**config.mk**
```make
export PLATFORM = sky130hd
export DESIGN_NAME = spcs_control_status
export DESIGN_NICKNAME = d
export VERILOG_FILES = /design/src/rtl/spcs_shifter.v /design/src/rtl/spcs_control_status.v
export VERILOG_INCLUDE_DIRS = /design/src /design/src/shared
export SDC_FILE = /design/constraint.sdc
export NUM_CORES = 1
export LEC_CHECK = 0
export BUFFER_PORTS_ARGS = -buffer_cell sky130_fd_sc_hd__buf_4
export CAP_MARGIN = 0
export CORE_MARGIN = 3
export CORE_UTILIZATION = 53
export DETAILED_ROUTE_END_ITERATION = 12
export GPL_ROUTABILITY_DRIVEN = 0
export HOLD_SLACK_MARGIN = 0.08
export PLACE_DENSITY = 0.76
export SYNTH_ARGS = -nofsm -noshare
export SYNTH_HDL_FRONTEND = slang
export SYNTH_HIERARCHICAL = 1
export SYNTH_SLANG_ARGS = --single-unit
```
**constraint.sdc**
```tcl
create_clock -name ref_clk -period 2.8 [get_ports ref_clk]
set_input_delay 0.42 -clock ref_clk [delete_from_list [all_inputs] [get_ports ref_clk]]
set_output_delay 0.42 -clock ref_clk [all_outputs]
set_load 0.1 [all_outputs]
```
**src/shared/spcs_map.vh**
```
// register offsets, field positions, reset values and rate codes of the serial control block
`ifndef SPCS_MAP_VH
`define SPCS_MAP_VH
`define SPCS_CONTROL_OFFSET  8'hc3
`define SPCS_STATUS_OFFSET   8'hc4
`define SPCS_DATA_OFFSET     8'hc5
`define SPCS_CONTROL_RESET   8'h14
`define SPCS_BIT_RATE_HIGH   7
`define SPCS_BIT_ENABLE      6
`define SPCS_BIT_SEL_DISABLE 5
`define SPCS_BIT_MASTER      4
`define SPCS_BIT_IDLE_LEVEL  3
`define SPCS_BIT_SAMPLE_EDGE 2
`define SPCS_BIT_RATE_MID    1
`define SPCS_BIT_RATE_LOW    0
`define SPCS_BIT_DONE        7
`define SPCS_BIT_COLLISION   6
`define SPCS_BIT_SEL_ERROR   5
`define SPCS_BIT_MODE_FAULT  4
`define SPCS_RATE_DIV4       3'h1
`define SPCS_RATE_DIV128     3'h6
`endif

```
**src/rtl/spcs_shifter.v**
```verilog
// byte shift engine: one byte per transfer, both roles, all four clock modes
`timescale 1ns/1ps
`default_nettype none
module spcs_shifter #(
  parameter WIDTH = 8
) (
  // clock and reset
  input  wire             ref_clk,
  input  wire             reset,
  // control
  input  wire             enable,
  input  wire             master,
  input  wire             idleLevel,
  input  wire             sampleEdge,
  input  wire [2:0]       rateCode,
  input  wire             load,
  input  wire [WIDTH-1:0] loadData,
  // synchronised slave side pins
  input  wire             slaveClk,
  input  wire             slaveSelected,
  input  wire             dataIn,
  // results
  output reg              busy,
  output reg              done,
  output reg  [WIDTH-1:0] rxData,
  output reg              sclkOut,
  output wire             dataOut
);
  reg [WIDTH-1:0] shift_r;
  reg [3:0]       edges_r;
  reg [6:0]       divCnt_r;
  reg             prevClk_r;
  reg             inBit_r;
  reg             lateSample_r;
  reg             lastPend_r;
  wire [6:0]      halfDiv;
  wire            masterTick;
  wire            slaveEdge;
  wire            sampleNow;

  // half period of ref_clk / (2^(code+1)) : code 1 -> div 4
  assign halfDiv    = (7'h01 << rateCode) - 7'h01;
  assign masterTick = master & busy & (divCnt_r == halfDiv);
  assign slaveEdge  = ~master & slaveSelected & (slaveClk != prevClk_r);
  // leading edge leaves idle; odd edge count after first is the trailing one
  assign sampleNow  = (masterTick | slaveEdge) & (edges_r[0] == sampleEdge);
  assign dataOut    = shift_r[WIDTH-1];

  always @(posedge ref_clk or posedge reset) begin
    if (reset) begin
      shift_r   <= {WIDTH{1'b0}};
      edges_r   <= 4'h0;
      divCnt_r  <= 7'h00;
      prevClk_r <= 1'b0;
      inBit_r   <= 1'b0;
      lateSample_r <= 1'b0;
      lastPend_r   <= 1'b0;
      busy      <= 1'b0;
      done      <= 1'b0;
      rxData    <= {WIDTH{1'b0}};
      sclkOut   <= 1'b0;
    end else begin
      done      <= 1'b0;
      prevClk_r <= slaveClk;
      lateSample_r <= masterTick & sampleNow;
      if (!enable) begin
        busy     <= 1'b0;
        lastPend_r <= 1'b0;
        edges_r  <= 4'h0;
        divCnt_r <= 7'h00;
        sclkOut  <= idleLevel;
      end else begin
        if (!busy) begin
          sclkOut <= idleLevel;
          edges_r <= 4'h0;
          if (load) begin
            shift_r <= loadData;
            busy    <= master | slaveSelected;
          end else if (!master && slaveSelected && slaveClk != idleLevel) begin
            busy <= 1'b1;
          end
        end
        if (busy || slaveEdge) begin
          divCnt_r <= masterTick ? 7'h00 : divCnt_r + 7'h01;
          if (masterTick | slaveEdge) begin
            if (master)
              sclkOut <= ~sclkOut;
            if (sampleNow && !master)
              inBit_r <= dataIn;
            else if (!sampleNow && (edges_r != 4'h0 || !sampleEdge))
              shift_r <= {shift_r[WIDTH-2:0], inBit_r};
            edges_r <= edges_r + 4'h1;
            if (edges_r == 4'hf && master) begin
              lastPend_r <= 1'b1;
            end else if (edges_r == 4'hf) begin
              busy   <= 1'b0;
              done   <= 1'b1;
              rxData <= sampleEdge ? {shift_r[WIDTH-2:0], dataIn}
                                   : {shift_r[WIDTH-2:0], inBit_r};
            end
          end
        end
        // master data returns through the two sync stages, so it is taken one cycle late;
        // this is why the fastest rate needs a half period of at least two cycles
        if (lateSample_r)
          inBit_r <= dataIn;
        if (lastPend_r) begin
          lastPend_r <= 1'b0;
          busy       <= 1'b0;
          done       <= 1'b1;
          rxData     <= sampleEdge ? {shift_r[WIDTH-2:0], dataIn} : shift_r;
        end
      end
    end
  end
endmodule // spcs_shifter
`default_nettype wire

```
**src/rtl/spcs_control_status.v**
```verilog
// control, status and select-pin supervision of the serial peripheral port
// Operation
// - mode fault with select pin enabled raises the receiver/error interrupt
// - select pin level contradicting the role sets mode fault
// - clearing enable disables the port and resets the serial state machine
// - select disable ignores the select pin; slave ignores it only when phase is one
// - control bit 4 set means master, cleared means slave
// - control bit 3 gives the idle level of the serial clock
// - control bit 2 chooses sampling on leaving or returning to idle
// - rate codes 1 to 6 divide the source clock by 4 up to 128
// - transfer done flag in status bit 7 sets when a byte finishes
// - done flag reads zero during transfer and clears after its sequence
// - collision flag in status bit 6 sets on data write during transfer
// - collision flag is zero without collision and clears after its sequence
// - select error flag in status bit 5 sets on select change mid byte
// - select error flag clears only by clearing the enable bit
// - mode fault flag in status bit 4 clears after its sequence
// - control register resets to 14h: master, phase one, disabled, rate 0
// - mode fault clears the enable and master bits
// - status read with fault set then control write clears mode fault
// - done flag drives the transmitter interrupt request
// - status read then data access clears collision; transfer continues
`include "spcs_map.vh"
`timescale 1ns/1ps
`default_nettype none
module spcs_control_status #(
  parameter WIDTH = 8
) (
  // clock and reset
  input  wire             ref_clk,
  input  wire             reset,
  // register port
  input  wire [7:0]       regAddr,
  input  wire [7:0]       regWrData,
  input  wire             regWrite,
  input  wire             regRead,
  output reg  [7:0]       regRdData,
  // serial pins
  input  wire             selectPinIn,
  input  wire             serialClockPinIn,
  input  wire             dataPinIn,
  output wire             serialClockPinOut,
  output wire             serialClockPinOe_n,
  output wire             dataPinOut,
  output wire             dataPinOe_n,
  // interrupt requests
  output wire             txIrq,
  output wire             rxErrIrq
);
  reg  [7:0]       control_r;
  reg              doneFlag_r;
  reg              collisionFlag_r;
  reg              selErrFlag_r;
  reg              faultFlag_r;
  reg              doneArmed_r;
  reg              collArmed_r;
  reg              faultArmed_r;
  reg  [3:0]       reservedBits_r;
  reg  [2:0]       selSync_r;
  reg  [1:0]       clkSync_r;
  reg  [1:0]       dataSync_r;
  wire             selLevel;
  wire             enable;
  wire             master;
  wire             selDisable;
  wire             sampleEdge;
  wire             selIgnored;
  wire             slaveSelected;
  wire             faultEvent;
  wire             selErrEvent;
  wire             ctrlWrite;
  wire             statusRead;
  wire             dataAccess;
  wire             dataWrite;
  wire             busy;
  wire             done;
  wire [WIDTH-1:0] rxData;
  wire             sclkOut;
  wire             shiftOut;

  assign enable     = control_r[`SPCS_BIT_ENABLE];
  assign master     = control_r[`SPCS_BIT_MASTER];
  assign selDisable = control_r[`SPCS_BIT_SEL_DISABLE];
  assign sampleEdge = control_r[`SPCS_BIT_SAMPLE_EDGE];
  assign selLevel   = selSync_r[1];

  // slave with phase zero needs the select edge to frame bytes, so it is never ignored
  assign selIgnored    = selDisable & (master | sampleEdge);
  assign slaveSelected = selIgnored | ~selLevel;
  // a low select while master means another master drives the bus
  assign faultEvent    = enable & master & ~selIgnored & ~selLevel;
  // select rising while a slave byte is still open
  assign selErrEvent   = enable & ~master & ~selIgnored & busy
                         & selLevel & ~selSync_r[2];

  assign ctrlWrite  = regWrite & (regAddr == `SPCS_CONTROL_OFFSET);
  assign statusRead = regRead & (regAddr == `SPCS_STATUS_OFFSET);
  assign dataWrite  = regWrite & (regAddr == `SPCS_DATA_OFFSET);
  assign dataAccess = dataWrite | (regRead & (regAddr == `SPCS_DATA_OFFSET));

  // outputs: drive only while enabled and the owning role
  assign serialClockPinOut  = sclkOut;
  assign serialClockPinOe_n = ~(enable & master);
  assign dataPinOut         = shiftOut;
  assign dataPinOe_n        = ~(enable & (master | (slaveSelected & ~selIgnored)));

  assign txIrq    = doneFlag_r;
  assign rxErrIrq = faultFlag_r & ~selDisable;

  // pins cross into ref_clk through two flops; the third stage feeds the edge detect
  always @(posedge ref_clk or posedge reset) begin
    if (reset) begin
      selSync_r  <= 3'h7;
      clkSync_r  <= 2'h0;
      dataSync_r <= 2'h0;
    end else begin
      selSync_r  <= {selSync_r[1:0], selectPinIn};
      clkSync_r  <= {clkSync_r[0], serialClockPinIn};
      dataSync_r <= {dataSync_r[0], dataPinIn};
    end
  end

  // control register
  always @(posedge ref_clk or posedge reset) begin
    if (reset) begin
      control_r <= `SPCS_CONTROL_RESET;
    end else begin
      if (ctrlWrite)
        control_r <= regWrData;
      if (faultEvent) begin
        control_r[`SPCS_BIT_ENABLE] <= 1'b0;
        control_r[`SPCS_BIT_MASTER] <= 1'b0;
      end
    end
  end

  // status flags: a set in the same cycle as its clear wins
  always @(posedge ref_clk or posedge reset) begin
    if (reset) begin
      doneFlag_r      <= 1'b0;
      collisionFlag_r <= 1'b0;
      selErrFlag_r    <= 1'b0;
      faultFlag_r     <= 1'b0;
      doneArmed_r     <= 1'b0;
      collArmed_r     <= 1'b0;
      faultArmed_r    <= 1'b0;
      reservedBits_r  <= 4'h0;
    end else begin
      if (statusRead) begin
        doneArmed_r  <= doneFlag_r;
        collArmed_r  <= 1'b1;
        faultArmed_r <= faultFlag_r;
      end
      if (busy)
        doneFlag_r <= 1'b0;
      else if (done)
        doneFlag_r <= 1'b1;
      else if (dataAccess && doneArmed_r && !statusRead) begin
        doneFlag_r  <= 1'b0;
        doneArmed_r <= 1'b0;
      end
      if (dataWrite && busy)
        collisionFlag_r <= 1'b1;
      else if (dataAccess && collArmed_r && !statusRead) begin
        collisionFlag_r <= 1'b0;
        collArmed_r     <= 1'b0;
      end
      if (selErrEvent)
        selErrFlag_r <= 1'b1;
      else if (!enable)
        selErrFlag_r <= 1'b0;
      if (faultEvent)
        faultFlag_r <= 1'b1;
      else if (ctrlWrite && faultArmed_r) begin
        faultFlag_r  <= 1'b0;
        faultArmed_r <= 1'b0;
      end
      // reserved bits keep what software writes so that a read-modify-write returns them
      if (regWrite && regAddr == `SPCS_STATUS_OFFSET)
        reservedBits_r <= regWrData[3:0];
    end
  end

  // read data one cycle after the strobe; unmapped addresses read zero
  always @(posedge ref_clk or posedge reset) begin
    if (reset) begin
      regRdData <= 8'h00;
    end else if (regRead) begin
      case (regAddr)
        `SPCS_CONTROL_OFFSET: regRdData <= control_r;
        `SPCS_STATUS_OFFSET:  regRdData <= {doneFlag_r, collisionFlag_r, selErrFlag_r,
                                            faultFlag_r, reservedBits_r};
        `SPCS_DATA_OFFSET:    regRdData <= rxData;
        default:              regRdData <= 8'h00;
      endcase
    end else begin
      regRdData <= 8'h00;
    end
  end

  // a write while busy is dropped by the engine, so the transfer continues
  spcs_shifter #(
    .WIDTH(WIDTH)
  ) u_shifter (
    .ref_clk      (ref_clk),
    .reset        (reset),
    .enable       (enable),
    .master       (master),
    .idleLevel    (control_r[`SPCS_BIT_IDLE_LEVEL]),
    .sampleEdge   (sampleEdge),
    .rateCode     ({control_r[`SPCS_BIT_RATE_HIGH], control_r[`SPCS_BIT_RATE_MID],
                    control_r[`SPCS_BIT_RATE_LOW]}),
    .load         (dataWrite & ~busy),
    .loadData     (regWrData),
    .slaveClk     (clkSync_r[1]),
    .slaveSelected(slaveSelected),
    .dataIn       (dataSync_r[1]),
    .busy         (busy),
    .done         (done),
    .rxData       (rxData),
    .sclkOut      (sclkOut),
    .dataOut      (shiftOut)
  );
endmodule // spcs_control_status
`default_nettype wire

```
; Yosys cells after proc, flatten, opt, wreduce, memory -nomap -nowiden
; Cells that the tools add are included.
[classes]
addsub = 3
n_eq_ne = 11
n_shift = 1
mux = 73
n_bitwise = 38
n_reduce_logical = 31
[ops]
columns = operator, n
row1 = $mux W8, 13
row2 = $mux W1, 51
row3 = $mux W7, 4
row4 = $eq A8 B8 Y1 const B, 3
row5 = $pmux W8 S3, 1
row6 = $and A1 B1 Y1, 23
row7 = $reduce_bool A2 Y1, 9
row8 = $mux W4, 4
row9 = $logic_and A1 B1 Y1, 12
row10 = $not A1 Y1, 9
row11 = $add A7 B1 Y7 const B, 1
row12 = $eq A7 B7 Y1, 1
row13 = $shl A1 B3 Y7 const A, 1
row14 = $sub A7 B1 Y7 const B, 1
row15 = $ne A2 B1 Y1 const B, 3
row16 = $or A1 B1 Y1, 6
row17 = $reduce_and A5 Y1, 1
row18 = $add A4 B1 Y4 const B, 1
row19 = $eq A4 B4 Y1 const B, 1
row20 = $logic_not A1 Y1, 4
row21 = $reduce_and A4 Y1, 1
row22 = $reduce_bool A4 Y1, 1
row23 = $reduce_bool A3 Y1, 1
row24 = $logic_or A1 B1 Y1, 2
row25 = other kinds (2), 3
[word_totals]
register_bits = 68
output_inout_bits = 14
elab_cells = 182

; Longest topological paths before layout
; Gate-level depths: netlist (run 1).
[logic_depth]
word_depth = 14
mapped_depth = 10
mapped_depth_nobuf = 9

; Modules after synthesis
; The synthesis (run 1) kept the hierarchy.
[modules_own_cells]
columns = module, n_inst, cells_per_inst, area_per_inst_um2, seq_area_each_um2
row1 = spcs_shifter, 1, 194, 1948.1, 850.8
row2 = spcs_control_status, 1, 152, 1689.1, 857.1

; Least setup slack after synthesis (run 1)
; No wires, ideal clock.
[synth_timing]
kind = flip-flop to output port
from = reg control_r[2]
to = out dataPinOe_n
t_arrival_ns = 2.745
t_required_ns = 2.380
slack_ns = -0.365
stages_incl_launch_ff = 3
path_cell_list = dfstp_2 > a21oi_1 > o21ai_0
[synth_via]
elab_chain_len = 7
[synth_rtl]
columns = item, line
row1 = from (decl), spcs_control_status.v:50  ; reg [7:0] control_r;
row2 = from (signal assigned), spcs_control_status.v:126  ; control_r <= `SPCS_CONTROL_RESET;
row3 = from (signal assigned), spcs_control_status.v:129  ; control_r <= regWrData;
row4 = $or A1 B1 Y1 (*), spcs_control_status.v:88  ; assign selIgnored = selDisable & (master | sampleEdge);
row5 = $and A1 B1 Y1 (*), spcs_control_status.v:88
row6 = $or A1 B1 Y1 / $not A1 Y1 (equally long branches), "spcs_control_status.v:89, spcs_control_status.v:105"
row7 = $and A1 B1 Y1 (*), spcs_control_status.v:105  ; assign dataPinOe_n = ~(enable & (master | (slaveSelected & ~selIgnored)));
row8 = $or A1 B1 Y1 (*), spcs_control_status.v:105
row9 = $and A1 B1 Y1 (*), spcs_control_status.v:105
row10 = $not A1 Y1 (*), spcs_control_status.v:105
row11 = to (decl), spcs_control_status.v:45  ; output wire dataPinOe_n,
; Mark *: on every way between the ends. The rest lies on a longest branch, timed or not.

; Worst setup path after layout (run 1)
[layout_timing]
from = reg control_r[7]
to = reg u_shifter.shift_r[6]
[layout_via]
elab_chain_len = 12
[layout_rtl]
columns = item, line
row1 = $shl A1 B3 Y7 (*), spcs_shifter.v:42  ; assign halfDiv = (7'h01 << rateCode) - 7'h01;
row2 = $sub A7 B1 Y7 (*), spcs_shifter.v:42
row3 = $eq A7 B7 Y1 (*), spcs_shifter.v:43  ; assign masterTick = master & busy & (divCnt_r == halfDiv);
row4 = $and A1 B1 Y1 (*), spcs_shifter.v:43
row5 = $or A1 B1 Y1 (*), "spcs_shifter.v:46, spcs_shifter.v:85"
row6 = $and A1 B1 Y1, spcs_shifter.v:46  ; assign sampleNow = (masterTick | slaveEdge) & (edges_r[0] == sampleEdge);
row7 = $logic_not A1 Y1, spcs_shifter.v:90  ; else if (!sampleNow && (edges_r != 4'h0 || !sampleEdge))
row8 = $logic_and A1 B1 Y1, spcs_shifter.v:90
row9 = $mux W8, spcs_shifter.v:90
row10 = $mux W8, spcs_shifter.v:88  ; if (sampleNow && !master)
row11 = $mux W8 (*), spcs_shifter.v:85  ; if (masterTick | slaveEdge) begin
row12 = $mux W8 (*), spcs_shifter.v:83  ; if (busy || slaveEdge) begin
row13 = to (signal assigned), spcs_shifter.v:51  ; shift_r <= {WIDTH{1'b0}};
row14 = to (signal assigned), spcs_shifter.v:77  ; shift_r <= loadData;
row15 = to (signal assigned), spcs_shifter.v:91  ; shift_r <= {shift_r[WIDTH-2:0], inBit_r};
row16 = to (decl), spcs_shifter.v:29  ; reg [WIDTH-1:0] shift_r;
; Marked as above.
; A chain may end at the register's enable or synchronous reset.

==> results.md, run 1 <==
Yosys:
- A synthesized cell averages 10.5 µm².
- The number of enable flip-flop cells after synthesis is 0.
- In this run, synthesis produced a sequential element count of 68.
- The count of warnings emitted by yosys is 6.
- The post-synthesis instance total is 346.
- The post-synth design cell area is 3640 µm².
- Among all flip-flop cells after synthesis, the most frequent one is sky130_fd_sc_hd__dfrtp_1.
- The number of nets handed over by synthesis was 373.
- Synthesis instantiated 68 different standard cells from the library.
- The share of synthesized area occupied by flip-flops and latches is 47.0%.
- Counting flops with an async set or reset pin after synthesis yields a share of 100%.

Die:
- The floorplan step defined a die boundary enclosing 7890 µm².
- The number of cell rows is 29.
- The placeable core area is 6490 µm².
- The starting utilization of the core area is 56.0%.
- Measured along the y axis, the die boundary spans 88.8 µm.
- The width of the chip is 88.8 µm.
- The number of top-level pins is 37.

Route:
- The final wirelength is 8.63 mm.
- After detailed routing, the number of vias per cell comes to 6.13.
- After detailed routing, the average wire length per cell comes to 18.2 µm.
- The number of vias in the routed layout is 2,904.
- The first routing iteration left 211 violations.
- The number of detailed-route iterations in the first pass is 4.
- The count of nets left with antenna violations once routing finished came out at 0.
- After detailed routing, the number of remaining DRC violations is 0.

Finish:
- The area added between synthesis and finish is 18.3%.
- The number of antenna diodes in the final layout is 0.
- The filler cells instantiated in the layout total 523.
- The final layout contains 419 nets.
- The fraction of final layout cells with drive strength greater than 1 is 25.4%.
- The finished cells cover 4300 µm².

Job:
- Max-cap violations in this run came to 0.

Pwr:
- In this run the static leakage power is 0.00186 µW.
- The largest voltage drop on the vdd net is 0.423 mV.
- The areal power density over the cells is 543 nW/µm².
- Overall power consumption after layout is estimated at 2340 µW.

Worst setup path:
- For this run, the slowest stage of the critical path takes 0.40 ns.
- The critical path buffer and inverter count is 1.
- Along the worst path, the maximum fanout reaches 9.
- The worst setup path is of the reg2reg kind.
- The arrival time of the worst setup path is 2.90 ns.
- Among cell families on the critical path, the largest total delay comes from compound AO/OA/AOI/OAI gates.
- The worst setup path is launched from a register.
- The worst setup path is captured at a register.
- The launching element of the worst setup path is control_r[7]$_DFFE_PP0N_.
- The slowest cell on the critical path is sky130_fd_sc_hd__dfrtp_1.
- Traced cell by cell, the critical path runs through or3_4, ha_2, nand4bb_1, a31o_1, a2111oi_4, buf_4, a21oi_4, nand3b_4, o221a_1.
- The required time of the critical path is 3.03 ns.
- The reg-to-reg critical path startpoint is control_r[7]$_DFFE_PP0N_.

Placement:
- Summed over all nets, the half-perimeter wirelength after detailed placement is 6.21 mm.
- The post-placement cell area is 4030 µm².
- In this run the tool buffered the top-level ports with 36 buffer cells.

GRT:
- Global routing used 23.6% of the available tracks across all layers.
- Summed over all layers, the global routing overflow is 0.
- Entering global routing, the biggest net connects 35 pins.
- The number of global-route vias before repair came to 2,786.
- The first global-routing pass estimated 14.0 mm of wire.
- The number of antenna violations at the first check in global routing is 0.

STA:
- The relative max-transition margin is 27.1%.
- The actual transition at the worst max-transition pin is 1.09 ns.
- The fmax is 0.375 GHz.
- The final number of setup-violating endpoints is 0.
- The number of failing hold endpoints at the final stage is 0.
- The routed design could run at a clock period as short as 2.67 ns.
- The portion of the clock cycle consumed by the worst path in the final layout is 95.3%.
- The max-slew violation count is 0.
- The worst-case clock skew is 0.00537 ns.

CTS:
- In this run the clock root is driven by a sky130_fd_sc_hd__clkbuf_8.
- The clock transition time at the flip-flop clock pins of the worst setup and hold paths is 0.07 ns.
- The total clock buffers created by CTS is 9.
- The clock insertion delay at the later pin of the skew report is 0.35 ns.
- The count of H-tree levels built during CTS is 3.
- The clock tree from TritonCTS is built.
- Hold repair after CTS inserted 0 buffers.
- The number of buffers between clock root and the deepest sink is 2.
- The number of clock sinks is 68.

Run status:
- The flow ran to the end, and the final reports show no timing, DRC or antenna violations.

Worst hold path:
- The class of the tightest hold or removal check is in2async.
## power by group
group / switching, µW / internal [µW] / total [µW]
clock network: 389 / 643 / 1030
registers: 29.8 / 1010 / 1040
logic: 168 / 94.8 / 263
## repair_timing
item	in CTS	in global routing
endpoints found under the setup margin	0	15
gates resized for setup	0	3
buffers inserted	0	1
## flip-flops by register name (all words and copies together) (netlist names)
| register | cells |
|---|---|
| u_shifter/done | 1 |
| u_shifter/inBit_r | 1 |
| u_shifter/sclkOut | 1 |
| u_shifter/prevClk_r | 1 |
| u_shifter/lastPend_r | 1 |
| faultFlag_r | 1 |
| u_shifter/shift_r | 8 |
| selSync_r | 3 |
| control_r | 8 |
| u_shifter/rxData | 8 |
| u_shifter/edges_r | 4 |
| dataSync_r | 2 |
| u_shifter/busy | 1 |
| doneArmed_r | 1 |
| u_shifter/divCnt_r | 7 |
| u_shifter/lateSample_r | 1 |
| reservedBits_r | 4 |
| clkSync_r | 2 |
| selErrFlag_r | 1 |
| regRdData | 8 |
| txIrq | 1 |
| faultArmed_r | 1 |
| collisionFlag_r | 1 |
| collArmed_r | 1 |
## final timing paths
check | endpoint | slack (ns) | cells past startpoint
min in group ref_clk | clkSync_r[0]$_DFF_PP0_ | 0.17 | 1
max | u_shifter/shift_r[6]$_DFFE_PP0P_ | 0.13 | 9
min | control_r[6]$_DFFE_PP0P_ | 0.17 | 3
min reg2reg | clkSync_r[1]$_DFF_PP0_ | 0.36 | 0
max reg2reg | u_shifter/shift_r[6]$_DFFE_PP0P_ | 0.13 | 9
max in group asynchronous | selSync_r[2]$_DFF_PP1_ | 2.28 | 3
## stage by stage
stage / hold WS [ns] / util [%] / worst slack, ns / instances / TNS, ns
6_report: 0.169 / 66.2 / 0.131 / 474 / 0
5_1_grt: 0.166 / 66.2 / -0.0244 / 474 / -0.102
2_1_floorplan: 0.331 / - / 0.00985 / 346 / 0
3_5_place_dp: 0.346 / 62.0 / 0.0800 / 457 / 0
3_3_place_gp: 0.336 / 62.0 / 0.135 / 457 / 0
4_1_cts: 0.162 / 65.9 / 0.0500 / 473 / 0
## worst min-delay path, cell delays in order
cell	delay [ns]
sky130_fd_sc_hd__buf_4	0.11
sky130_fd_sc_hd__inv_1	0.04
sky130_fd_sc_hd__buf_4	0.38
## cells in the mapped netlist, types with 2 or more instances
master	count	area [µm²]
sky130_fd_sc_hd__mux2_2	7	78.8
sky130_fd_sc_hd__a22o_1	2	17.5
sky130_fd_sc_hd__nand2b_1	7	43.8
sky130_fd_sc_hd__a211oi_1	3	22.5
sky130_fd_sc_hd__o221a_1	8	90.1
sky130_fd_sc_hd__or4b_1	2	20.0
sky130_fd_sc_hd__a211o_1	8	70.1
sky130_fd_sc_hd__mux2i_1	11	110
sky130_fd_sc_hd__nand3_1	17	85.1
sky130_fd_sc_hd__nor4_1	2	12.5
sky130_fd_sc_hd__nor2_1	15	56.3
sky130_fd_sc_hd__o21ai_0	23	115
sky130_fd_sc_hd__nand3b_1	19	143
sky130_fd_sc_hd__dfstp_2	5	131
sky130_fd_sc_hd__a21oi_2	2	17.5
sky130_fd_sc_hd__and3b_1	4	35.0
sky130_fd_sc_hd__xnor2_1	2	17.5
sky130_fd_sc_hd__or2_2	9	56.3
sky130_fd_sc_hd__or3_1	2	12.5
sky130_fd_sc_hd__a21oi_1	15	75.1
sky130_fd_sc_hd__nand2_1	24	90.1
sky130_fd_sc_hd__nor2b_1	4	25.0
sky130_fd_sc_hd__nand4bb_1	3	33.8
sky130_fd_sc_hd__o21ai_1	3	15.0
sky130_fd_sc_hd__inv_1	12	45.0
sky130_fd_sc_hd__mux2_1	5	56.3
sky130_fd_sc_hd__dfrtp_1	63	1580
sky130_fd_sc_hd__and2_1	2	12.5
sky130_fd_sc_hd__nand4_1	5	31.3
sky130_fd_sc_hd__and3_1	2	12.5
sky130_fd_sc_hd__nor3b_1	2	15.0
sky130_fd_sc_hd__nor4b_1	3	26.3
sky130_fd_sc_hd__xor2_1	2	17.5
sky130_fd_sc_hd__ha_1	4	50.1
sky130_fd_sc_hd__nor3_1	5	25.0
sky130_fd_sc_hd__buf_2	7	35.0
sky130_fd_sc_hd__clkbuf_1	5	18.8
sky130_fd_sc_hd__a31oi_1	2	12.5
## cell families after synthesis
logic type / Yosys count / synth area share (%)
xor+xnor: 5 / 1.41
mux: 23 / 6.74
fa+ha+maj: 4 / 1.38
simple gates: 138 / 23.8
flops: 68 / 47.0
buf+inv: 26 / 3.13
compound gates: 82 / 16.5
## per-layer routing
metal	part of all wire, %	track usage (%)
met3	5.1	3.54
met4	1.9	10.3
met1	45	33.3
met2	48	36.2
met5	0	0
## layout make-up
cell class | count | area [µm²] | area share, %
clock inverter | 5 | 106 | 2.47
timing repair buffer | 49 | 368 | 8.55
inverter | 12 | 45.0 | 1.05
clock buffer | 11 | 151 | 3.52
sequential | 68 | 1710 | 39.7
tap | 77 | 96.3 | 2.24
multi-input combinational | 252 | 1830 | 42.5
## layout by cell type (no fill, tap or decap), drive strengths merged, types with 7 or more instances in the layout
master	instances
nand3b	20
a21oi	17
o21ai	26
nand3	17
mux2	12
nor2	15
nand2b	7
a211o	8
mux2i	11
inv	13
dfrtp	63
clkbuf	11
or2	10
nand2	24
o221a	8
buf	49
Note: power is estimated with default switching activity, not from simulation.
==> run 2: changes to the inputs <==
Settings changed: REMOVE_ABC_BUFFERS set to 1.
==> results.md, run 2 (synthesis gave the netlist of run 1 again) <==
Run status:
- The run finished with clean final reports.

Die:
- The number of top-level pins is 37 (unchanged).
- The height of the die is 88.8 µm (unchanged).
- The width of the chip came to 88.8 µm (unchanged).
- The starting utilization of the core area was 56.0% (unchanged).
- The placeable core area is 6490 µm² (unchanged).
- The area enclosed by the die boundary came to 7890 µm² (unchanged).
- The number of cell rows is 29 (unchanged).

Finish:
- The fraction of final layout cells with drive strength greater than 1 is 25.8% (+0.32 points).
- The most common cell after layout, fill and taps aside is sky130_fd_sc_hd__dfrtp_1.
- The count of nets after finishing is 418 (-0.24%).
- The count of placed standard cells in the final layout, fillers left out was 473 (-0.21%).
- The number of diodes added for antenna fixing was 0 (unchanged).
- The final cell utilization of the core was 66.1% (-0.19 points).
- The top cell types in the final layout, fill and taps aside, are 63 x sky130_fd_sc_hd__dfrtp_1, 48 x sky130_fd_sc_hd__buf_4, 23 x sky130_fd_sc_hd__nand2_1, 23 x sky130_fd_sc_hd__o21ai_0, 19 x sky130_fd_sc_hd__nand3b_1.
- The area added between synthesis and finish is 18.0%.
- The number of fill cells in the layout is 496 (-5.2%).

CTS:
- The number of buffers added to fix hold violations after cts was 0 (unchanged).
- The total clock buffers created by CTS is 9 (unchanged).
- The number of clock sinks is 68 (unchanged).
- The count of H-tree levels built during CTS is 3 (unchanged).
- The clock insertion delay at the later pin of the skew report is 0.35 ns (about the same).
- In this run the clock root is driven by a sky130_fd_sc_hd__clkbuf_8.
- The buffer count from post-CTS setup fixing is 0 (unchanged).
- The number of buffers between clock root and the deepest sink is 2 (unchanged).
- TritonCTS built the clock tree.
- The clock transition time at the flip-flop clock pins of the worst setup and hold paths is 0.08 ns (about the same).

Placement:
- The cell count after placement was 457 (unchanged).
- The count of input and output buffers was 36 (unchanged).
- The final HPWL from detailed placement is 5.94 mm (-4.4%).

Worst setup path:
- The worst setup path is captured at a register.
- The arrival time of the worst setup path is 2.93 ns (+0.03 ns).
- The required time of the critical path is 3.04 ns (about the same).
- The highest fanout seen on the critical path is 10 (+1).
- The startpoint-to-endpoint class of the critical path is reg2reg.
- The startpoint type of the worst setup path is a register.

GRT:
- The global-route met1 utilization is 32.4% (-0.91 points).
- The largest net degree at the start of global routing came to 35 (unchanged).
- The number of antenna violations at the first check in global routing came to 0 (unchanged).
- The routing usage on met3 was 4.56% (+1.0 points).
- The remaining global-route overflow is 0 (unchanged).
- The wire length of the first global-routing pass is 13.6 mm (-2.4%).
- The number of global-route vias before repair came to 2,712 (-2.7%).
- The global routing stage identified its most utilized layer as met2.
- The global-route usage over all layers is 23.1% (-0.54 points).
- The met2 capacity usage during global routing is 35.1% (-1.1 points).

STA:
- The max-slew violation count is 0 (unchanged).
- The final critical delay including setup and external delays is 2.69 ns (+0.0240 ns).
- The final number of setup-violating endpoints is 0 (unchanged).
- The portion of the clock cycle consumed by the worst path in the final layout is 96.2% (+0.86 points).
- The hold slack is 0.169 ns (+0.000420 ns).
- The actual transition at the worst max-transition pin is 1.19 ns (+0.0994 ns).
- The relative max-transition margin is 20.4% (-6.7 points).
- The worst-case clock skew is 0.0125 ns (+0.00715 ns).
- The fmax was 0.371 GHz (-0.89%).
- The final-layout setup total negative slack was 0 ns (unchanged).
- The number of failing hold endpoints at the final stage is 0 (unchanged).

Pwr:
- The cell leakage power is 0.00184 µW (-0.91%).
- The largest voltage drop on the vdd net was 0.329 mV (-22%).
- The areal power density over the cells is 513 nW/µm² (-5.6%).

Route:
- The count of nets left with antenna violations after detail routing came to 0 (unchanged).
- The routed length per placed instance is 18.0 µm (-0.87%).
- The via density per instance was 6.14 (+0.21%).
- The first-iteration detailed-routing DRC count is 266 (+26%).
- The number of vias in the routed layout is 2,904 (unchanged).
- The number of detailed-route iterations in the first pass is 5 (+1).
- The final wirelength came to 8.53 mm (-1.1%).
- The post-detailed-route DRC marker count came to 0 (unchanged).

Job:
- The max-capacitance violation count is 0 (unchanged).

Worst hold path:
- The min-delay analysis places its worst path in the category in2async.
[run 2: where the power goes]
part	total [µW]	switching, µW	internal (µW)
sequential	1040	29.3	1010
combinational	277	174	103
clock	882	380	501
[run 2: worst paths after layout]
kind                                                endpoint                startpoint  slack (ns)  cells past startpoint
setup / recovery           u_shifter/divCnt_r[5]$_DFFE_PP0P_  control_r[7]$_DFFE_PP0N_        0.11                      9
hold / removal                        regRdData[4]$_DFF_PP0_                     reset        0.17                      3
setup reg to reg           u_shifter/divCnt_r[5]$_DFFE_PP0P_  control_r[7]$_DFFE_PP0N_        0.11                      9
hold reg to reg                      dataSync_r[1]$_DFF_PP0_   dataSync_r[0]$_DFF_PP0_        0.35                      0
max in group asynchronous     u_shifter/lastPend_r$_DFF_PP0_                     reset        2.28                      3
min in group ref_clk                  selSync_r[0]$_DFF_PP1_               selectPinIn        0.18                      1
[run 2: per-layer routing]
metal / routed length [µm] / vias to the layer above
met4: 185 / 0
met3: 471 / 22
li1: - / 1372
met5: 0 / -
met2: 3910 / 106
met1: 3970 / 1404
[run 2: critical path, stage by stage, from the launching register on]
cell and delay, ns:
sky130_fd_sc_hd__dfrtp_1 0.39, sky130_fd_sc_hd__or3_4 0.41, sky130_fd_sc_hd__ha_4 0.20, sky130_fd_sc_hd__nand4bb_1 0.22, sky130_fd_sc_hd__a31o_1 0.27, sky130_fd_sc_hd__a2111oi_4 0.39
sky130_fd_sc_hd__buf_4 0.21, sky130_fd_sc_hd__a21oi_2 0.13, sky130_fd_sc_hd__a21o_1 0.20, sky130_fd_sc_hd__a22o_1 0.17
[run 2: cell type report]
class                           instances  area [µm²]  share of cell area [%]
Multi-Input combinational cell        252        1860                    43.5
Tap cell                               77        96.3                    2.25
Inverter                               12        45.0                    1.05
Clock buffer                           10         128                    2.97
Timing Repair Buffer                   48         360                    8.40
Clock inverter                          6        88.8                    2.07
Sequential cell                        68        1710                    39.8
[run 2: timing repair]
| action | CTS | global route |
|---|---|---|
| gates cloned | 0 | 0 |
| endpoints found under the setup margin | 2 | 17 |
| gates resized for setup | 1 | 7 |
| pin swaps | 0 | 2 |
| endpoints found under the hold margin | 0 | 0 |
[run 2: metrics by stage]
step                setup WS, ns  power [µW]  instance area [µm²]
floorplan                 -0.365        1220                 3570
global placement          0.0933        1310                 4030
detailed placement      -0.00605        1320                 4030
CTS                       0.0502        2200                 4240
global route            -0.00952        2280                 4290
finish                     0.107        2200                 4290
==> run 3: changes to the inputs <==
Settings changed: CORE_UTILIZATION 53 to 63, PLACE_DENSITY 0.76 to 0.84.
Clock period 2.8 ns to 3.4 ns, I/O delays scaled along.
==> results.md, run 3 (synthesis gave the netlist of run 1 again) <==
CTS:
- The number of buffers between clock root and the deepest sink is 2 (unchanged).
- The clock insertion delay at the later pin of the skew report is 0.36 ns (about the same).
- The clock tree from TritonCTS is built.
- The total clock buffers created by CTS is 9 (unchanged).
- The number of clock sinks is 68 (unchanged).
- The clock transition time at the flip-flop clock pins of the worst setup and hold paths is 0.07 ns (about the same).
- The count of H-tree levels built during CTS is 3 (unchanged).
- The CTS root buffer is sky130_fd_sc_hd__clkbuf_8.
- The count of cells resized by post-cts repair is 0 (-1).

Route:
- The final wirelength came to 8.16 mm (-4.4%).
- The number of vias in the routed layout is 2,893 (-0.38%).
- The count of nets left with antenna violations after detail routing was 0 (unchanged).
- The number of detailed-route iterations in the first pass came to 4 (-1).
- The via density per instance is 6.29 (+2.4%).
- The first-iteration detailed-routing DRC count is 216 (-19%).
- The routed length per placed instance is 17.7 µm (-1.7%).
- The post-detailed-route DRC marker count is 0 (unchanged).

GRT:
- The number of antenna violations at the first check in global routing was 0 (unchanged).
- The global-route usage over all layers is 26.4% (+3.3 points).
- The wire length of the first global-routing pass is 13.2 mm (-3.1%).
- The largest net degree at the start of global routing is 35 (unchanged).
- The number of global-route vias before repair is 2,725 (+0.48%).
- The remaining global-route overflow came to 0 (unchanged).

Worst setup path:
- The worst setup path is captured at a register.
- The worst setup path is launched from a register.
- The arrival time of the worst setup path is 3.37 ns (+0.44 ns).
- The startpoint-to-endpoint class of the critical path is reg2reg.
- The reg-to-reg critical path startpoint is control_r[7]$_DFFE_PP0N_.
- The depth of the worst register-to-register path is 8 (-1).
- In this run the worst setup path begins at control_r[7]$_DFFE_PP0N_.
- The required time of the critical path is 3.64 ns (+0.60 ns).
- The highest fanout seen on the critical path is 14 (+4).

Finish:
- The number of fill cells in the layout was 385 (-22%).
- The fraction of final layout cells with drive strength greater than 1 came to 22.7% (-3.1 points).
- The library cell used most frequently in the layout, excluding fill and tap cells, is sky130_fd_sc_hd__dfrtp_1.
- The multi-input gate area in the final layout came to 1820 µm² (-2.6%).
- The area growth from synthesis to layout is 14.9%.
- The number of diodes added for antenna fixing is 0 (unchanged).
- In the layout the commonest cells are 63 x sky130_fd_sc_hd__dfrtp_1, 39 x sky130_fd_sc_hd__buf_4, 24 x sky130_fd_sc_hd__nand2_1.
- The area of all sequential standard cells is 1710 µm² (unchanged).
- The count of nets after finishing came to 410 (-1.9%).

Pwr:
- The areal power density over the cells is 430 nW/µm² (-16%).
- The post-layout total power is 1800 µW (-18%).
- The cell leakage power came to 0.00178 µW (-3.1%).
- The largest voltage drop on the vdd net is 0.331 mV (+0.45%).

Die:
- The number of top-level pins is 37 (unchanged).
- The height of the die is 82.0 µm (-7.7%).
- The width of the chip is 82.0 µm (-7.7%).
- The starting utilization of the core area is 65.7% (+9.6 points).
- The placeable core area is 5540 µm² (-15%).
- The area enclosed by the die boundary is 6720 µm² (-15%).
- The number of cell rows is 27 (-6.9%).

STA:
- The worst-case clock skew is 0.0127 ns (+0.000151 ns).
- The actual transition at the worst max-transition pin was 0.967 ns (-0.219 ns).
- The final critical delay including setup and external delays came to 3.13 ns (+0.439 ns).
- Setup repair after global routing left no endpoint under its margin.
- The relative max-transition margin was 35.1% (+15 points).
- The fmax is 0.319 GHz (-14%).
- The final-layout setup total negative slack is 0 ns (unchanged).
- The final number of setup-violating endpoints is 0 (unchanged).
- The portion of the clock cycle consumed by the worst path in the final layout was 92.1% (-4.1 points).
- The max-slew violation count is 0 (unchanged).
- The number of failing hold endpoints at the final stage is 0 (unchanged).

Placement:
- The count of input and output buffers is 36 (unchanged).
- The final HPWL from detailed placement came to 5.68 mm (-4.4%).

Worst hold path:
- The startpoint of the worst hold path is dataPinIn.
- Counting instances, the worst hold path has a depth of 1.
- The worst hold path belongs to the class in2reg.

Job:
- The max-capacitance violation count came to 0 (unchanged).

Run status:
- The flow ran to the end, and the final reports show no timing, DRC or antenna violations.
run 3: timing repair:
action                                 in CTS  in global routing
setup buffers                               0                  0
endpoints found under the hold margin       1                  0
hold buffers                                1                  0
run 3: path summary, 6_finish.rpt:
path | end | slack (ns)
min in group asynchronous | txIrq$_DFFE_PP0P_ | 0.56
max in group asynchronous | control_r[2]$_DFFE_PP1N_ | 2.20
worst max register to register | u_shifter/shift_r[6]$_DFFE_PP0P_ | 0.27
worst max-delay path | u_shifter/shift_r[6]$_DFFE_PP0P_ | 0.27
worst min register to register | clkSync_r[1]$_DFF_PP0_ | 0.36
worst min-delay path | dataSync_r[0]$_DFF_PP0_ | 0.26
run 3: critical path, stage by stage (launching register included):
cell and delay [ns]:
sky130_fd_sc_hd__dfrtp_1 0.51, sky130_fd_sc_hd__or3_4 0.44, sky130_fd_sc_hd__ha_1 0.27, sky130_fd_sc_hd__nand4bb_1 0.24, sky130_fd_sc_hd__a31o_1 0.27, sky130_fd_sc_hd__a2111oi_4 0.56
sky130_fd_sc_hd__a21oi_2 0.21, sky130_fd_sc_hd__nand3b_4 0.24, sky130_fd_sc_hd__o221a_1 0.27
run 3: routing by layer:
metal | track usage (%) | up-vias | wire, µm
met3 | 4.82 | 17 | 338
met4 | 12.1 | 0 | 169
met1 | 35.8 | 1424 | 3770
li1 | - | 1363 | -
met2 | 41.1 | 89 | 3870
met5 | 0 | - | 0
run 3: area by class of cell:
| cell class | count | area share, % |
|---|---|---|
| Clock buffer | 10 | 3.05 |
| Multi-Input combinational cell | 252 | 43.5 |
| Timing Repair Buffer | 40 | 7.25 |
| Tap cell | 72 | 2.16 |
| Inverter | 12 | 1.08 |
| Clock inverter | 6 | 2.13 |
| Sequential cell | 68 | 40.9 |
run 3: report_power, final:
part,leakage [µW],switching [µW],internal (µW),total [µW]
clock,0.000102,316,413,728
sequential,0.000905,30.0,834,864
combinational,0.000776,131,73.0,204
run 3: stage by stage:
stage	instance area [µm²]	cells	worst slack [ns]	util (%)	hold WS [ns]
floorplan	3570	332	0.145	-	0.331
global placement	3950	443	0.447	71.3	0.333
detailed placement	3950	443	0.329	71.3	0.337
CTS	4180	460	0.286	75.4	0.252
global route	4180	460	0.0981	75.4	0.253
finish	4180	460	0.268	75.4	0.265
